### src/logic/srwp_regs.vh
`ifndef SRWP_REGS_VH
`define SRWP_REGS_VH
`define SRWP_DEV_ADDR      7'h18
`define SRWP_ADDR_BITS     7
`define SRWP_BYTE_BITS     8
`define SRWP_PTR_RESET     8'h00
`define SRWP_PTR_POINTER_AUTOADVANCE_ENABLE_BIT  7
`define SRWP_PTR_ADDR_HI   4
`define SRWP_BLK1_LAST     5'h08
`define SRWP_BLK1_FIRST    5'h01
`define SRWP_BLK2_FIRST    5'h09
`define SRWP_BLK2_LAST     5'h11
`define SRWP_NUM_REGS      18
`define SRWP_REG_RESET     8'h00
`define SRWP_ST_ADDR       2'h0
`define SRWP_ST_PTR        2'h1
`define SRWP_ST_DATA       2'h2
`define SRWP_ST_IGNORE     2'h3
`endif

### src/logic/srwp_sync.v
`timescale 1ns/1ps
`default_nettype none
// two-flop synchroniser; only the second stage is visible outside
module srwp_sync (
  input  wire core_clk, // system clock
  input  wire srst,     // synchronous reset
  input  wire d,        // asynchronous input
  output reg  q         // synchronised level
);
  reg meta;
  always @(posedge core_clk) begin
    if (srst) begin
      meta <= 1'b0;
      q    <= 1'b0;
    end else begin
      meta <= d;
      q    <= meta;
    end
  end
endmodule // srwp_sync
`default_nettype wire

### src/logic/srwp_port.v
`timescale 1ns/1ps
`default_nettype none
`include "srwp_regs.vh"
// Overview of operation
// - first seven bits are device address
// - next byte loads register pointer
// - following byte written to pointed register
// - further bytes are further register writes
// - chip select high ends transaction
// - pointer bit 7 enables auto-advance, reset off
// - auto-advance within 01h-08h and 09h-11h
// - never advance from 08h to 09h
// - five-bit address field, reserved bits zero
// - no auto-advance keeps pointer fixed
// - data sampled on rising serial clock
// - write-only, all link signals inputs
module srwp_port (
  input  wire         core_clk,               // 50 MHz system clock
  input  wire         srst,                   // synchronous reset, active high
  input  wire         chip_select_n,          // serial chip select, active low
  input  wire         control_serial_clock,   // serial bit clock
  input  wire         control_serial_data_in, // serial data
  output reg  [7:0]   register_pointer,       // current pointer byte
  output reg  [143:0] config_regs,            // registers 00h..11h, 8 bits each
  output reg          write_strobe,           // one-cycle pulse per register write
  output reg  [4:0]   write_addr,             // address of last write
  output reg  [7:0]   write_data              // data of last write
);
  wire cs_n_s;
  wire sclk_s;
  wire sdi_s;
  reg  sclk_d;
  reg  cs_n_d;
  reg  [1:0] state;
  reg  [3:0] bit_cnt;
  reg  [7:0] shreg;
  reg  [7:0] next_byte;
  wire       sclk_rise;
  wire       cs_fall;
  wire       byte_done;

  srwp_sync u_sync_cs (.core_clk(core_clk), .srst(srst), .d(chip_select_n), .q(cs_n_s));
  srwp_sync u_sync_ck (.core_clk(core_clk), .srst(srst), .d(control_serial_clock), .q(sclk_s));
  srwp_sync u_sync_dt (.core_clk(core_clk), .srst(srst), .d(control_serial_data_in), .q(sdi_s));

  assign sclk_rise = sclk_s & ~sclk_d;
  assign cs_fall   = cs_n_d & ~cs_n_s;

  // next pointer address after a data byte, confined to its block
  function [4:0] advance;
    input [4:0] a;
    begin
      if (a == `SRWP_BLK1_LAST)
        advance = `SRWP_BLK1_FIRST;
      else if (a == `SRWP_BLK2_LAST)
        advance = `SRWP_BLK2_FIRST;
      else if (a == 5'h00)
        advance = a;
      else
        advance = a + 5'h01;
    end
  endfunction

  always @* begin
    next_byte = {shreg[6:0], sdi_s};
  end

  // every byte, address byte included, is the same length
  localparam [3:0] LAST_BIT = `SRWP_BYTE_BITS - 1;
  assign byte_done = sclk_rise && (bit_cnt == LAST_BIT);

  always @(posedge core_clk) begin
    if (srst) begin
      sclk_d           <= 1'b0;
      cs_n_d           <= 1'b1;
      state            <= `SRWP_ST_ADDR;
      bit_cnt          <= 4'h0;
      shreg            <= 8'h00;
      register_pointer <= `SRWP_PTR_RESET;
      config_regs      <= {`SRWP_NUM_REGS{`SRWP_REG_RESET}};
      write_strobe     <= 1'b0;
      write_addr       <= 5'h00;
      write_data       <= 8'h00;
    end else begin
      sclk_d       <= sclk_s;
      cs_n_d       <= cs_n_s;
      write_strobe <= 1'b0;
      if (cs_n_s || cs_fall) begin
        // deselect aborts any partial byte; restart on next select
        state   <= `SRWP_ST_ADDR;
        bit_cnt <= 4'h0;
        shreg   <= 8'h00;
      end else if (sclk_rise && state != `SRWP_ST_IGNORE) begin
        shreg   <= next_byte;
        bit_cnt <= byte_done ? 4'h0 : bit_cnt + 4'h1;
        if (byte_done) begin
          case (state)
            `SRWP_ST_ADDR: begin
              if (next_byte[7:1] == `SRWP_DEV_ADDR && !next_byte[0])
                state <= `SRWP_ST_PTR;
              else
                state <= `SRWP_ST_IGNORE;
            end
            `SRWP_ST_PTR: begin
              // reserved bits 6:5 forced to zero
              register_pointer <= {next_byte[`SRWP_PTR_POINTER_AUTOADVANCE_ENABLE_BIT], 2'b00,
                                   next_byte[`SRWP_PTR_ADDR_HI:0]};
              state <= `SRWP_ST_DATA;
            end
            `SRWP_ST_DATA: begin
              // unmapped addresses above 11h are not stored, but strobe, address and data still report the write
              if (register_pointer[4:0] <= `SRWP_BLK2_LAST)
                config_regs[register_pointer[4:0]*8 +: 8] <= next_byte;
              write_strobe <= 1'b1;
              write_addr   <= register_pointer[4:0];
              write_data   <= next_byte;
              if (register_pointer[`SRWP_PTR_POINTER_AUTOADVANCE_ENABLE_BIT])
                register_pointer[4:0] <= advance(register_pointer[4:0]);
            end
            default: state <= `SRWP_ST_IGNORE;
          endcase
        end
      end
    end
  end
endmodule // srwp_port
`default_nettype wire

### config.mk
export PLATFORM = sky130hd
export DESIGN_NAME = srwp_port
export DESIGN_NICKNAME = d
export VERILOG_FILES = /design/src/logic/srwp_sync.v /design/src/logic/srwp_port.v
export VERILOG_INCLUDE_DIRS = /design/src /design/src/logic
export SDC_FILE = /design/constraint.sdc
export NUM_CORES = 1
export LEC_CHECK = 0
export BUFFER_PORTS_ARGS = -buffer_cell sky130_fd_sc_hd__buf_4
export CAP_MARGIN = 25
export CORE_MARGIN = 2
export CORE_UTILIZATION = 45
export CTS_CLUSTER_SIZE = 8
export DETAILED_ROUTE_END_ITERATION = 10
export GPL_TIMING_DRIVEN = 0
export PLACE_DENSITY = 0.67
export SYNTH_ARGS = -nofsm -noshare
export SYNTH_HDL_FRONTEND = slang
export SYNTH_SLANG_ARGS = --single-unit
### constraint.sdc
create_clock -name core_clk -period 9.2 [get_ports core_clk]
set_clock_uncertainty 0.15 [all_clocks]
set_input_delay 0.92 -clock core_clk [delete_from_list [all_inputs] [get_ports core_clk]]
set_output_delay 0.92 -clock core_clk [all_outputs]
set_load 0.05 [all_outputs]
Yosys cells after proc, flatten, opt, wreduce, memory -nomap -nowiden
Cells that the tools add are included.
- input port bits: 5
- register bits: 185
- bitwise gates (word level): 8
- multiplexer cells: 10
- reduce and logical (&&, ||, !) cells: 15
- shift-type cells: 2
- equal/unequal tests: 9
- $add $sub $neg: 3
- $lt $le $gt $ge: 1
- operator list (operator ; count):
    $bwmux W144 ; 1
    $shift A8 B34 Y144 const A ; 1
    $shiftx A8 B34 Y144 ; 1
    $neg A8 Y34 ; 1
    $mux W5 ; 4
    $pmux W5 S2 ; 1
    $reduce_and A4 Y1 ; 2
    $eq A7 B5 Y1 const B ; 1
    $not A1 Y1 ; 6
    $pmux W2 S3 ; 1
    $reduce_and A6 Y1 ; 1
    $add A5 B1 Y5 const B ; 1
    $eq A5 B4 Y1 const B ; 1
    $eq A5 B5 Y1 const B ; 1
    $le A5 B5 Y1 const B ; 1
    $logic_not A5 Y1 ; 1
    $reduce_and A5 Y1 ; 1
    $add A4 B1 Y4 const B ; 1
    $eq A4 B3 Y1 const B ; 1
    $mux W4 ; 1
    $ne A2 B2 Y1 const B ; 2
    $ne A4 B4 Y1 const B ; 1
    $reduce_or A4 Y1 ; 1
    $logic_and A1 B1 Y1 ; 3
    11 further kinds ; 12

Logic depth before layout (Yosys ltp)
Gate-level depths: netlist of the first run.
- depth after elaboration: 6
- mapped depth: 12
- depth with buffers taken out: 8

Modules after synthesis
Synthesis of the first run repeated with hierarchy kept, for this count alone.
- cell total of the unflattened synthesis: 889
- area, all modules: 8145.3 µm²
- by module, submodules not included (module ; cells each ; instances ; area an instance (µm²)):
    srwp_port ; 877 ; 1 ; 7987.7
    srwp_sync ; 4 ; 3 ; 52.6

Worst setup path after synthesis of the first run
Ideal clock, no wire load.
- path kind: register to register
- from: reg register_pointer[0]
- to: reg config_regs[11]
- stages on the path, launching flop included: 12
- required time: 8.978 ns
- clock period less this slack: 3.858 ns
- setup time: 0.072 ns
- arrival time: 3.636 ns
- setup slack: 5.342 ns
- cells stage by stage: dfxtp_1 > buf_2 > clkbuf_1 > inv_1 > ha_1 > clkbuf_1 > nor3b_1 > ha_1 > nand2b_1 > or4_1 > a2111oi_4 > mux2i_1
- cells in the longest elaborated chain, start to end: 3
- elaborated cells on any way between the ends: 6
- classes of those cells: add/sub (1); order compare (1); shift (2); mux (1); reduce/logical (1)
- RTL lines (what ; line ; source):
    from (decl) ; srwp_port.v:23 ; output reg [7:0] register_pointer,
    from (signal assigned) ; srwp_port.v:79 ; register_pointer <= `SRWP_PTR_RESET;
    from (signal assigned) ; srwp_port.v:106 ; register_pointer <= {next_byte[`SRWP_PTR_POINTER_AUTOADVANCE_ENABLE_BIT], 2'b00,
    from (signal assigned) ; srwp_port.v:118 ; register_pointer[4:0] <= advance(register_pointer[4:0]);
    $neg A8 Y34 ; srwp_port.v:113 ; config_regs[register_pointer[4:0]*8 +: 8] <= next_byte;
    $shiftx A8 B34 Y144 / $shift A8 B34 Y144 (equally long branches) ; srwp_port.v:113 ;
    $bwmux W144 ; srwp_port.v:113 ;
    to (signal assigned) ; srwp_port.v:80 ; config_regs <= {`SRWP_NUM_REGS{`SRWP_REG_RESET}};
    to (signal, indexed assignment) ; srwp_port.v:113 ;
    to (decl) ; srwp_port.v:24 ; output reg [143:0] config_regs,
Parallel ways exist; a longest one is shown, timed or not.
A chain may end at the register's enable or synchronous reset.

Final worst setup path of the first run
- from: reg register_pointer[0]
- to: reg config_regs[58]
The elaborated chain is that of the path after synthesis.

==> metrics, run 1 <==
status complete, no violations; boundary pin count 171; GPL Wtd Cong 0.921; Worst-path clk slew 0.07 ns; sequential area share after synthesis 0.426; WP data arrival ~4.6 ns; Slew HR 0.263; Via Count ~7500; final hold vios 0; FF-to-FF End config_regs[58]$_SDFFE_PP0P_; crit path launch type flip-flop; fin util 0.581; ys async rst share 0; drt pass-1 iters 5; Worst Hold Launch u_sync_cs.meta$_SDFF_PP0_; diode count 0; pin count of the biggest net entering global routing 17; layout cell share with drive strength beyond 1 0.221; DRC 0; worst-case reg-to-reg path depth 13; max-slew violation count 0; Core Footprint 18800 um^2; H-Tree Level Count 4; Die Span Y approximately 140 um; Max Buffers Root-to-Sink 2; CP Capture Type flip-flop; CP Data Required Time 9.42 ns; top_reg_cell synth dfxtp_1; critical path type reg -> reg; GRT Total Usage 0.250; Distinct cells, synth 61; post-CTS setup buffer count 0; Post-Syn Area between 8000 and 9000 um^2; RSZ-0062 raised after global routing false; max-capacitance violation count 0; vias in the first global route 7117; Fmax approximately 230 MHz; FF-to-FF setup slack 4.85 ns; # rows 50; Max VDD drop 0.125 mV; Die W 143 um; clock net sink count between 150 and 200; worst hold endpoint u_sync_cs.q$_SDFF_PP0_; hold_buf cts 0; area growth from synthesis to layout 25.8%; post-cts resize count 0; NumNets Final 1113; GR Overflow Total 0; Leak 3.99 nW; post-layout minimum cycle time 4.35 ns; vias per cell 5.45; TritonCTS clock tree yes; first-pass GRT wire length approximately 40000 um; Post-synth EDFFs 0; Worst R2R Start register_pointer[0]$_SDFFE_PP0P_; CTS Root Cell clkbuf_16; Mapped Cells 906; CP max FO 10; dpl hpwl 18600 um; Final TNS setup 0 ns; initial antenna violation count 0; post-route ant nets 0; Hold Crit Depth 1; initial cell density of the core 0.462; clock latency on the worst-skew pair 0.44 ns; initial drt markers 393; Fill cells 1714; Syn Area/Cell between 9 and 10 um^2; WL/cell between 15 and 20 um; Tightest Pin Transition about 1.1 ns; final worst path period share 0.473; Post-Route WL 25800 um; Hold Path Class reg -> reg; YS warnings 0; Yosys reg bits 185; total die area 20400 um^2; PD cells between 100 and 150 nW/um^2; TritonCTS Buffers 17; final setup vio count 0; PortBufs 168
-- where the power goes --
part,internal (W),switching (W)
Sequential,0.000802,0.000000980
Clock,0.000438,0.000331
Combinational,0.0000142,0.0000201
Total,0.00125,0.000352
-- metal layers --
layer	track usage	part of all wire	vias up	wire length, um
met5	0	0	-	0
met4	0.0620	0.013	0	347
met3	0.0453	0.065	37	1670
met2	0.404	0.47	269	12100
met1	0.346	0.45	3613	11700
li1	-	-	3554	-
-- flip-flops by register name, indices dropped and copies added (netlist names), 2 cells and up --
register          cells
register_pointer      6
config_regs         144
write_data            8
state                 2
bit_cnt               4
shreg                 7
write_addr            5
-- cells in the final DEF, fill, tap and decap left out, types with 3 or more instances in the layout --
cell,n
o211ai_1,12
inv_1,10
clkbuf_16,17
mux2i_1,137
nor4_4,14
nand2_1,70
o21ai_0,49
clkbuf_1,58
a211oi_1,3
buf_1,3
nand3_1,28
nand3b_1,5
nor2b_1,13
nand2b_1,142
dfxtp_1,185
a21oi_1,37
bufinv_16,3
and3_1,17
nor2_1,10
or3_1,6
inv_6,4
or4_1,4
buf_2,5
clkinvlp_4,3
nand4_1,15
nor4bb_1,3
nor3b_1,5
buf_4,175
xnor2_1,3
nand4b_1,4
ha_1,10
nor3_1,13
-- worst max path at each step --
stage                                      from                            to  slack, ns  cells after the start
2_1_floorplan  register_pointer[0]$_SDFFE_PP0P_  config_regs[11]$_SDFFE_PP0P_       5.34                     11
3_3_place_gp   register_pointer[0]$_SDFFE_PP0P_  config_regs[14]$_SDFFE_PP0P_       4.42                     11
3_5_place_dp   register_pointer[0]$_SDFFE_PP0P_  config_regs[58]$_SDFFE_PP0P_       4.97                     13
4_1_cts        register_pointer[0]$_SDFFE_PP0P_  config_regs[58]$_SDFFE_PP0P_       4.91                     13
5_1_grt        register_pointer[0]$_SDFFE_PP0P_  config_regs[70]$_SDFFE_PP0P_       4.50                     11
6_report       register_pointer[0]$_SDFFE_PP0P_  config_regs[58]$_SDFFE_PP0P_       4.85                     13
-- kinds of logic after synthesis --
family / Yosys count / share of synthesized area
other: 1 / 0.000431
DFF: 185 / 0.426
adders and majority gates: 10 / 0.0144
AOI/OAI and AO/OA: 118 / 0.0816
buffers and inverters: 81 / 0.0397
and+or+nand+nor: 370 / 0.276
xor gates and xnor gates: 4 / 0.00403
muxes: 137 / 0.158
-- layout make-up --
cell class	instances	area (um^2)	share of cell area
Clock inverter	13	166	0.0152
Multi-Input combinational cell	641	4650	0.426
Sequential cell	185	3700	0.339
Buffer	71	308	0.0282
Timing Repair Buffer	172	1290	0.118
Clock buffer	19	443	0.0405
Inverter	10	37.5	0.00343
Tap cell	260	325	0.0298
-- through the flow --
step / instance area, um^2 / std cells / setup WS, ns / total power [W] / hold slack [ns]
floorplan: 8700 / 907 / 5.34 / 0.000844 / 0.264
global route: 10900 / 1371 / 4.50 / 0.00165 / 0.316
finish: 10900 / 1371 / 4.85 / 0.00161 / 0.293
detailed placement: 10300 / 1338 / 4.97 / 0.000855 / 0.272
global placement: 10300 / 1335 / 4.42 / 0.000855 / 0.266
CTS: 10900 / 1370 / 4.91 / 0.00161 / 0.288
-- Yosys cell counts, types with 13 or more instances --
master / instances / area (um^2)
nand2b_1: 142 / 888
o21ai_0: 49 / 245
a21oi_1: 37 / 185
nand4_1: 15 / 93.8
nand2_1: 70 / 263
dfxtp_1: 185 / 3700
nor3_1: 13 / 65.1
nor2b_1: 13 / 81.3
nor4_4: 14 / 298
nand3_1: 28 / 140
clkbuf_1: 57 / 214
mux2i_1: 137 / 1370
and3_1: 17 / 106
-- critical path: stages, from the launching register on --
cell and delay, ns:
dfxtp_1 0.45, buf_2 0.24, clkbuf_1 0.37, inv_1 0.15, ha_1 0.29, clkbuf_1 0.24
nor3b_1 0.20, ha_1 0.45, nand2_1 0.16, o41ai_1 0.52, clkdlybuf4s18_2 0.35, clkbuf_1 0.43
nand3_1 0.15, mux2i_1 0.15
(Power assumes the default switching activity.)
==> run 2: changes to the inputs <==
ABC_AREA = 1   (was not set)
clock period = 4.35 ns   (was 9.2 ns; I/O delays follow)
==> run 2 against run 1 <==
Non-clock buffer count down 11. Clock power up 110%. Sequential share of layout area up 0.39 points. Final cell count up 27%. Flip-flop and latch count unchanged. Critical path depth up 1. Fmax up 28%. Final area down 1.1%. Die area down 0.38%. Global-route usage up 3.0 points. Sequential power up 110%.
==> metrics, run 2 <==
RSZ-0062 raised after global routing false (unchanged); Sequential cell area 3700 um^2 (unchanged); Via Count 9051 (was 7473); Mapped Cells 1311 (was 906); Max Buffers Root-to-Sink 2 (unchanged); GR Overflow Total 0 (unchanged); initial drt markers 784 (was 393); Hold Path Class in -> reg (was reg -> reg); YS warnings 0 (unchanged); most used cell, CP nor2_1 (was clkbuf_1); sequential area share after synthesis 0.428 (was 0.426); ys async rst share 0 (unchanged); TritonCTS clock tree yes (unchanged); area occupied by multi-input gates 4110 um^2 (was 4650 um^2); CP Data Required Time 4.54 ns (was 9.42 ns); Cell Area, Placed 10200 um^2 (was 10300 um^2); Post-synth EDFFs 0 (unchanged); initial antenna violation count 0 (unchanged); Die Span Y 143 um (about the same); post-CTS setup buffer count 0 (unchanged); max reg flops 144 (unchanged); vias per cell 5.18 (was 5.45); GPL Wtd Cong 0.969 (was 0.921); PortBufs 168 (unchanged); crit path max-delay cell type nor2_1 (was o41ai_1); layout cell share with drive strength beyond 1 0.173 (was 0.221); CTS Root Cell clkbuf_16 (unchanged); Distinct cells, synth 37 (was 61); Synth top area share 0.428 (was 0.426); CP Capture Type flip-flop (unchanged); max-slew violation count 0 (unchanged); Yosys reg bits 185 (unchanged); post-synth top area cell dfxtp_1 (unchanged); Commonest cells post-synth nor2_1 (353), nand2_1 (234), dfxtp_1 (185) (was dfxtp_1 (185), nand2b_1 (142), mux2i_1 (137)); Fmax 293 MHz (was 230 MHz); Worst-path clk slew 0.07 ns (about the same); GRT Total Usage 0.280 (was 0.250); drt pass-1 iters 7 (was 5); final worst path period share 0.785 (was 0.473); Post-Syn Area 8660 um^2 (was 8690 um^2); boundary pin count 171 (unchanged); dpl hpwl 21400 um (was 18600 um); biggest regs config_regs: 144 flops, write_data: 8 flops, shreg: 7 flops (unchanged); slowest stage delay, CP 0.55 ns (was 0.52 ns); Core Footprint 18800 um^2 (about the same); Syn Area/Cell 6.60 um^2 (was 9.59 um^2); clock latency on the worst-skew pair 0.44 ns (about the same); post-route ant nets 0 (unchanged); final setup vio count 0 (unchanged); Fill cells 1881 (was 1714); first-pass GRT wire length 44200 um (was 39400 um); Post-Route WL 28400 um (was 25800 um); H-Tree Level Count 4 (unchanged); post-layout minimum cycle time 3.41 ns (was 4.35 ns); Tightest Pin Transition 0.698 ns (was 1.10 ns); TritonCTS Buffers 17 (unchanged); PD cells 312 nW/um^2 (was 147 nW/um^2); WP data arrival 3.61 ns (was 4.57 ns); vias in the first global route 8264 (was 7117); hold_buf cts 0 (unchanged); critical path type reg -> reg (unchanged); area growth from synthesis to layout 24.8% (was 25.8%); total die area 20400 um^2 (about the same); Synth area leaders dfxtp_1 (43%), nor2_1 (15%), nand2_1 (10%), nand3_1 (6.4%), inv_1 (5.9%) (was dfxtp_1 (43%), mux2i_1 (16%), nand2b_1 (10%), nor4_4 (3.4%), nand2_1 (3.0%)); post-cts resize count 0 (unchanged); final hold vios 0 (unchanged); Final TNS setup 0 ns (unchanged); WL/cell 16.2 um (was 18.8 um); NumNets Final 1514 (was 1113); top_reg_cell synth dfxtp_1 (unchanged); max-capacitance violation count 0 (unchanged); Slew HR 0.535 (was 0.263); DRC 0 (unchanged); post-layout instance area 10800 um^2 (was 10900 um^2); # rows 50 (unchanged); pin count of the biggest net entering global routing 18 (was 17); commonest non-fill, non-tap cell in the layout nor2_1 (was dfxtp_1); Leak 5.07 nW (was 3.99 nW); CP Cell Sequence buf_2, inv_2, ha_1, nand2_1, nor2_1, ha_1, buf_2, inv_2, nor2_4, nand2_1, nor2_1, inv_1, nor2_1, nor2_1 (was buf_2, clkbuf_1, inv_1, ha_1, clkbuf_1, nor3b_1, ha_1, nand2_1, o41ai_1, clkdlybuf4s18_2, clkbuf_1, nand3_1, mux2i_1); status complete, no violations (unchanged); most frequent cells in the layout nor2_1 (353), nand2_1 (234), dfxtp_1 (185) (was dfxtp_1 (185), buf_4 (175), nand2b_1 (142)); Largest Register config_regs (unchanged); diode count 0 (unchanged); count leader, synth nor2_1 (was dfxtp_1); clock net sink count 185 (unchanged); CP max FO 10 (unchanged); initial cell density of the core 0.461 (was 0.462); Die W 143 um (about the same); Max VDD drop 0.274 mV (was 0.125 mV); crit path launch type flip-flop (unchanged)
run 2: cells by family (layout without fill, tap and decap cells):
kind of cell,count (synthesis),in the layout,synth area share
AOI/OAI and AO/OA,124,124,0.0736
xor gates and xnor gates,4,4,0.00405
adders and majority gates,10,10,0.0145
buffers and inverters,209,409,0.0980
DFF,185,185,0.428
other,1,2,0.000433
and+or+nand+nor,778,778,0.382
run 2: final timing paths:
| kind | from | to | slack, ns | cells past startpoint |
|---|---|---|---|---|
| setup / recovery | register_pointer[0]$_SDFFE_PP0P_ | config_regs[42]$_SDFFE_PP0P_ | 0.94 | 14 |
| hold / removal | control_serial_clock | u_sync_ck.meta$_SDFF_PP0_ | 0.04 | 3 |
| setup reg to reg | register_pointer[0]$_SDFFE_PP0P_ | config_regs[42]$_SDFFE_PP0P_ | 0.94 | 14 |
| hold reg to reg | u_sync_dt.meta$_SDFF_PP0_ | u_sync_dt.q$_SDFF_PP0_ | 0.25 | 2 |
run 2: per-layer routing:
metal  up-vias  track usage  part of all wire
met2       427        0.431              0.43
met3        73       0.0570             0.090
met1      4070        0.384              0.44
met4         0        0.118             0.034
li1       4481            -                 -
met5         -            0                 0
run 2: worst max-delay path, delay by kind of cell (launching register included):
kind | cells | cell delay [ns]
adder cells (fa/ha/maj) | 2 | 0.50
AND/OR/NAND/NOR | 7 | 1.41
flip-flops | 1 | 0.42
buffers and inverters | 5 | 0.82
run 2: final cells by class:
cell class | instances | share of cell area
Sequential cell | 185 | 0.343
Inverter | 145 | 0.0504
Timing Repair Buffer | 168 | 0.117
Clock buffer | 17 | 0.0394
Clock inverter | 15 | 0.0153
Tap cell | 234 | 0.0271
Buffer | 64 | 0.0281
Multi-Input combinational cell | 918 | 0.380
run 2: power by group:
| group | internal (W) | switching (W) |
|---|---|---|
| clock | 0.000862 | 0.000732 |
| sequential | 0.00170 | 0.00000318 |
| combinational | 0.0000198 | 0.0000574 |
| total | 0.00258 | 0.000792 |
run 2: stage by stage:
stage / hold slack [ns] / utilization / instances / total power (W) / worst slack (ns)
after floorplan: 0.238 / - / 1312 / 0.00179 / 1.34
after global placement: 0.239 / 0.544 / 1714 / 0.00182 / 1.00
after detailed placement: 0.243 / 0.544 / 1714 / 0.00182 / 0.971
after CTS: 0.0321 / 0.576 / 1746 / 0.00338 / 0.977
after global routing: 0.0428 / 0.576 / 1746 / 0.00346 / 0.664
final: 0.0375 / 0.576 / 1746 / 0.00337 / 0.937
==> run 3: changes to the inputs <==
ABC_AREA = 0   (was 1)
clock period = 3.4 ns   (was 4.35 ns; I/O delays follow)
==> run 3 against run 2 <==
Hold slack gained 0.20 ns. Critical path depth shrank 4. Die area grew 0.38%. Power grew 25%. Combinational power grew 22%. Via count shrank 17%. Final area grew 4.1%. First-iteration DRC count shrank 35%. Fmax grew 6.3%. Clock power grew 21%. Core utilization grew 2.2 points. Clock-buffer cell count grew 5. Critical path type unchanged. Largest cell class unchanged. Largest power group unchanged.
==> metrics, run 3 (synthesized netlist as in run 1, its figures left out) <==
status complete, no violations (unchanged); total power 0.00420 W (was 0.00337 W); Largest Register config_regs (unchanged); max-capacitance violation count 0 (unchanged); DRC 0 (unchanged); CTS Root Cell clkbuf_16 (unchanged); FF-to-FF setup slack 0.19 ns (was 0.94 ns); TritonCTS Buffers 17 (unchanged); dpl hpwl 18700 um (was 21400 um); CP Capture Type flip-flop (unchanged); Worst Slack Setup Final 0.189 ns (was 0.937 ns); drt pass-1 iters 5 (was 7); Final TNS setup 0 ns (unchanged); initial antenna violation count 0 (unchanged); Inst Count DP 1338 (was 1714); boundary pin count 171 (unchanged); GRT Total Usage 0.256 (was 0.280); WP data arrival 3.42 ns (was 3.61 ns); layout cell share with drive strength beyond 1 0.242 (was 0.173); NumNets Final 1132 (was 1514); pre-CTS setup slack -0.608 ns (was 0.971 ns); pin count of the biggest net entering global routing 24 (was 18); TritonCTS clock tree yes (unchanged); Fmax 311 MHz (was 293 MHz); final worst path period share 0.945 (was 0.785); clock latency on the worst-skew pair 0.43 ns (was 0.44 ns); biggest regs config_regs: 144 flops, write_data: 8 flops, shreg: 7 flops (unchanged); Worst-path clk slew 0.07 ns (about the same); most frequent cells in the layout dfxtp_1 (183), buf_4 (181), nand2b_1 (142) (was nor2_1 (353), nand2_1 (234), dfxtp_1 (185)); PD cells 373 nW/um^2 (was 312 nW/um^2); initial cell density of the core 0.462 (was 0.461); commonest non-fill, non-tap cell in the layout dfxtp_1 (was nor2_1); max reg flops 144 (unchanged); # rows 50 (unchanged); Tightest Pin Transition 1.06 ns (was 0.698 ns); Core Footprint 18800 um^2 (about the same); CP Data Required Time 3.61 ns (was 4.54 ns); first-pass GRT wire length 40100 um (was 44200 um); Die Span Y 143 um (about the same); post-route ant nets 0 (unchanged); critical path type reg -> reg (unchanged); Leak 4.16 nW (was 5.07 nW); PortBufs 168 (unchanged); Post-Route WL 26200 um (was 28400 um); diode count 0 (unchanged); max-slew violation count 0 (unchanged); total die area 20400 um^2 (about the same); clock net sink count 185 (unchanged); Max Buffers Root-to-Sink 2 (unchanged); Non-Filler Instances 1390 (was 1746); vias in the first global route 7152 (was 8264); Via Count 7497 (was 9051); post-layout minimum cycle time 3.21 ns (was 3.41 ns); final hold vios 0 (unchanged); CP max FO 13 (was 10); GR Overflow Total 0 (unchanged); fin util 0.597 (was 0.576); initial drt markers 510 (was 784); WL/cell 18.9 um (was 16.2 um); Hold Path Class in -> reg (unchanged); Max VDD drop 0.282 mV (was 0.274 mV); GPL Wtd Cong 0.924 (was 0.969); H-Tree Level Count 4 (unchanged); crit path launch type flip-flop (unchanged); Slew HR 0.292 (was 0.535); Die W 143 um (about the same); RSZ-0062 raised after global routing false (unchanged); vias per cell 5.39 (was 5.18); final setup vio count 0 (unchanged); area growth from synthesis to layout 29.4% (was 24.8%)
run 3: cell types whose count changed in the layout (fill, tap and decap cells not counted), sizes merged, moves of 17 or more:
cell    change
and3       +17
nor2      -353
mux2i     +137
nand2b    +142
nand3      -83
clkbuf     +35
o21ai      -37
nand2     -176
inv       -140
run 3: power breakdown:
group / internal, W / switching, W / leakage, nW / total [W]
clock network: 0.00107 / 0.000863 / 0.276 / 0.00193
logic: 0.0000404 / 0.0000541 / 2.40 / 0.0000945
registers: 0.00217 / 0.00000260 / 1.49 / 0.00217
total: 0.00328 / 0.000919 / 4.16 / 0.00420
run 3: final cells by class:
| type | count | area, um^2 |
|---|---|---|
| flip-flops and latches | 185 | 3710 |
| multi-input cells | 641 | 4680 |
| inverters | 10 | 37.5 |
| well taps | 260 | 325 |
| repair buffers | 194 | 1620 |
| fillers | 1684 | 7580 |
| clock inverters | 10 | 95.1 |
| clock buffers | 22 | 474 |
| plain buffers | 68 | 307 |
run 3: metrics by stage:
stage / area (um^2) / hold WS [ns]
6_report: 11200 / 0.235
5_1_grt: 11200 / 0.269
4_1_cts: 11200 / 0.237
3_5_place_dp: 10300 / 0.271
3_3_place_gp: 10300 / 0.267
2_1_floorplan: 8700 / 0.264
run 3: worst paths after layout:
kind	depth (start not counted)	to	startpoint
max	10	config_regs[140]$_SDFFE_PP0P_	register_pointer[0]$_SDFFE_PP0P_
min	4	config_regs[66]$_SDFFE_PP0P_	srst
max reg2reg	10	config_regs[140]$_SDFFE_PP0P_	register_pointer[0]$_SDFFE_PP0P_
min reg2reg	1	u_sync_dt.q$_SDFF_PP0_	u_sync_dt.meta$_SDFF_PP0_
run 3: timing repair:
| action | 4_1_cts | 5_1_grt |
|---|---|---|
| hold endpoints to repair | 3 | 0 |
| pin swaps | 14 | 1 |
| resized for setup | 9 | 8 |
| setup endpoints to repair | 134 | 129 |
| hold buffers | 3 | 0 |
| gates cloned | 0 | 0 |
| setup buffers | 16 | 3 |
run 3: metal layers:
layer | global-route usage | vias up | routed length, um
li1 | - | 3589 | -
met5 | 0 | - | 0
met3 | 0.0533 | 41 | 1660
met1 | 0.347 | 3610 | 11800
met4 | 0.0829 | 0 | 488
met2 | 0.409 | 257 | 12200
run 3: critical path, cell delays in order, from the launching register on:
cell	delay [ns]
dfxtp_4	0.39
inv_1	0.10
ha_1	0.26
clkbuf_2	0.25
nor3b_1	0.23
ha_2	0.34
buf_4	0.16
nor4bb_1	0.27
a41o_1	0.15
nor4b_4	0.57
mux2i_1	0.26
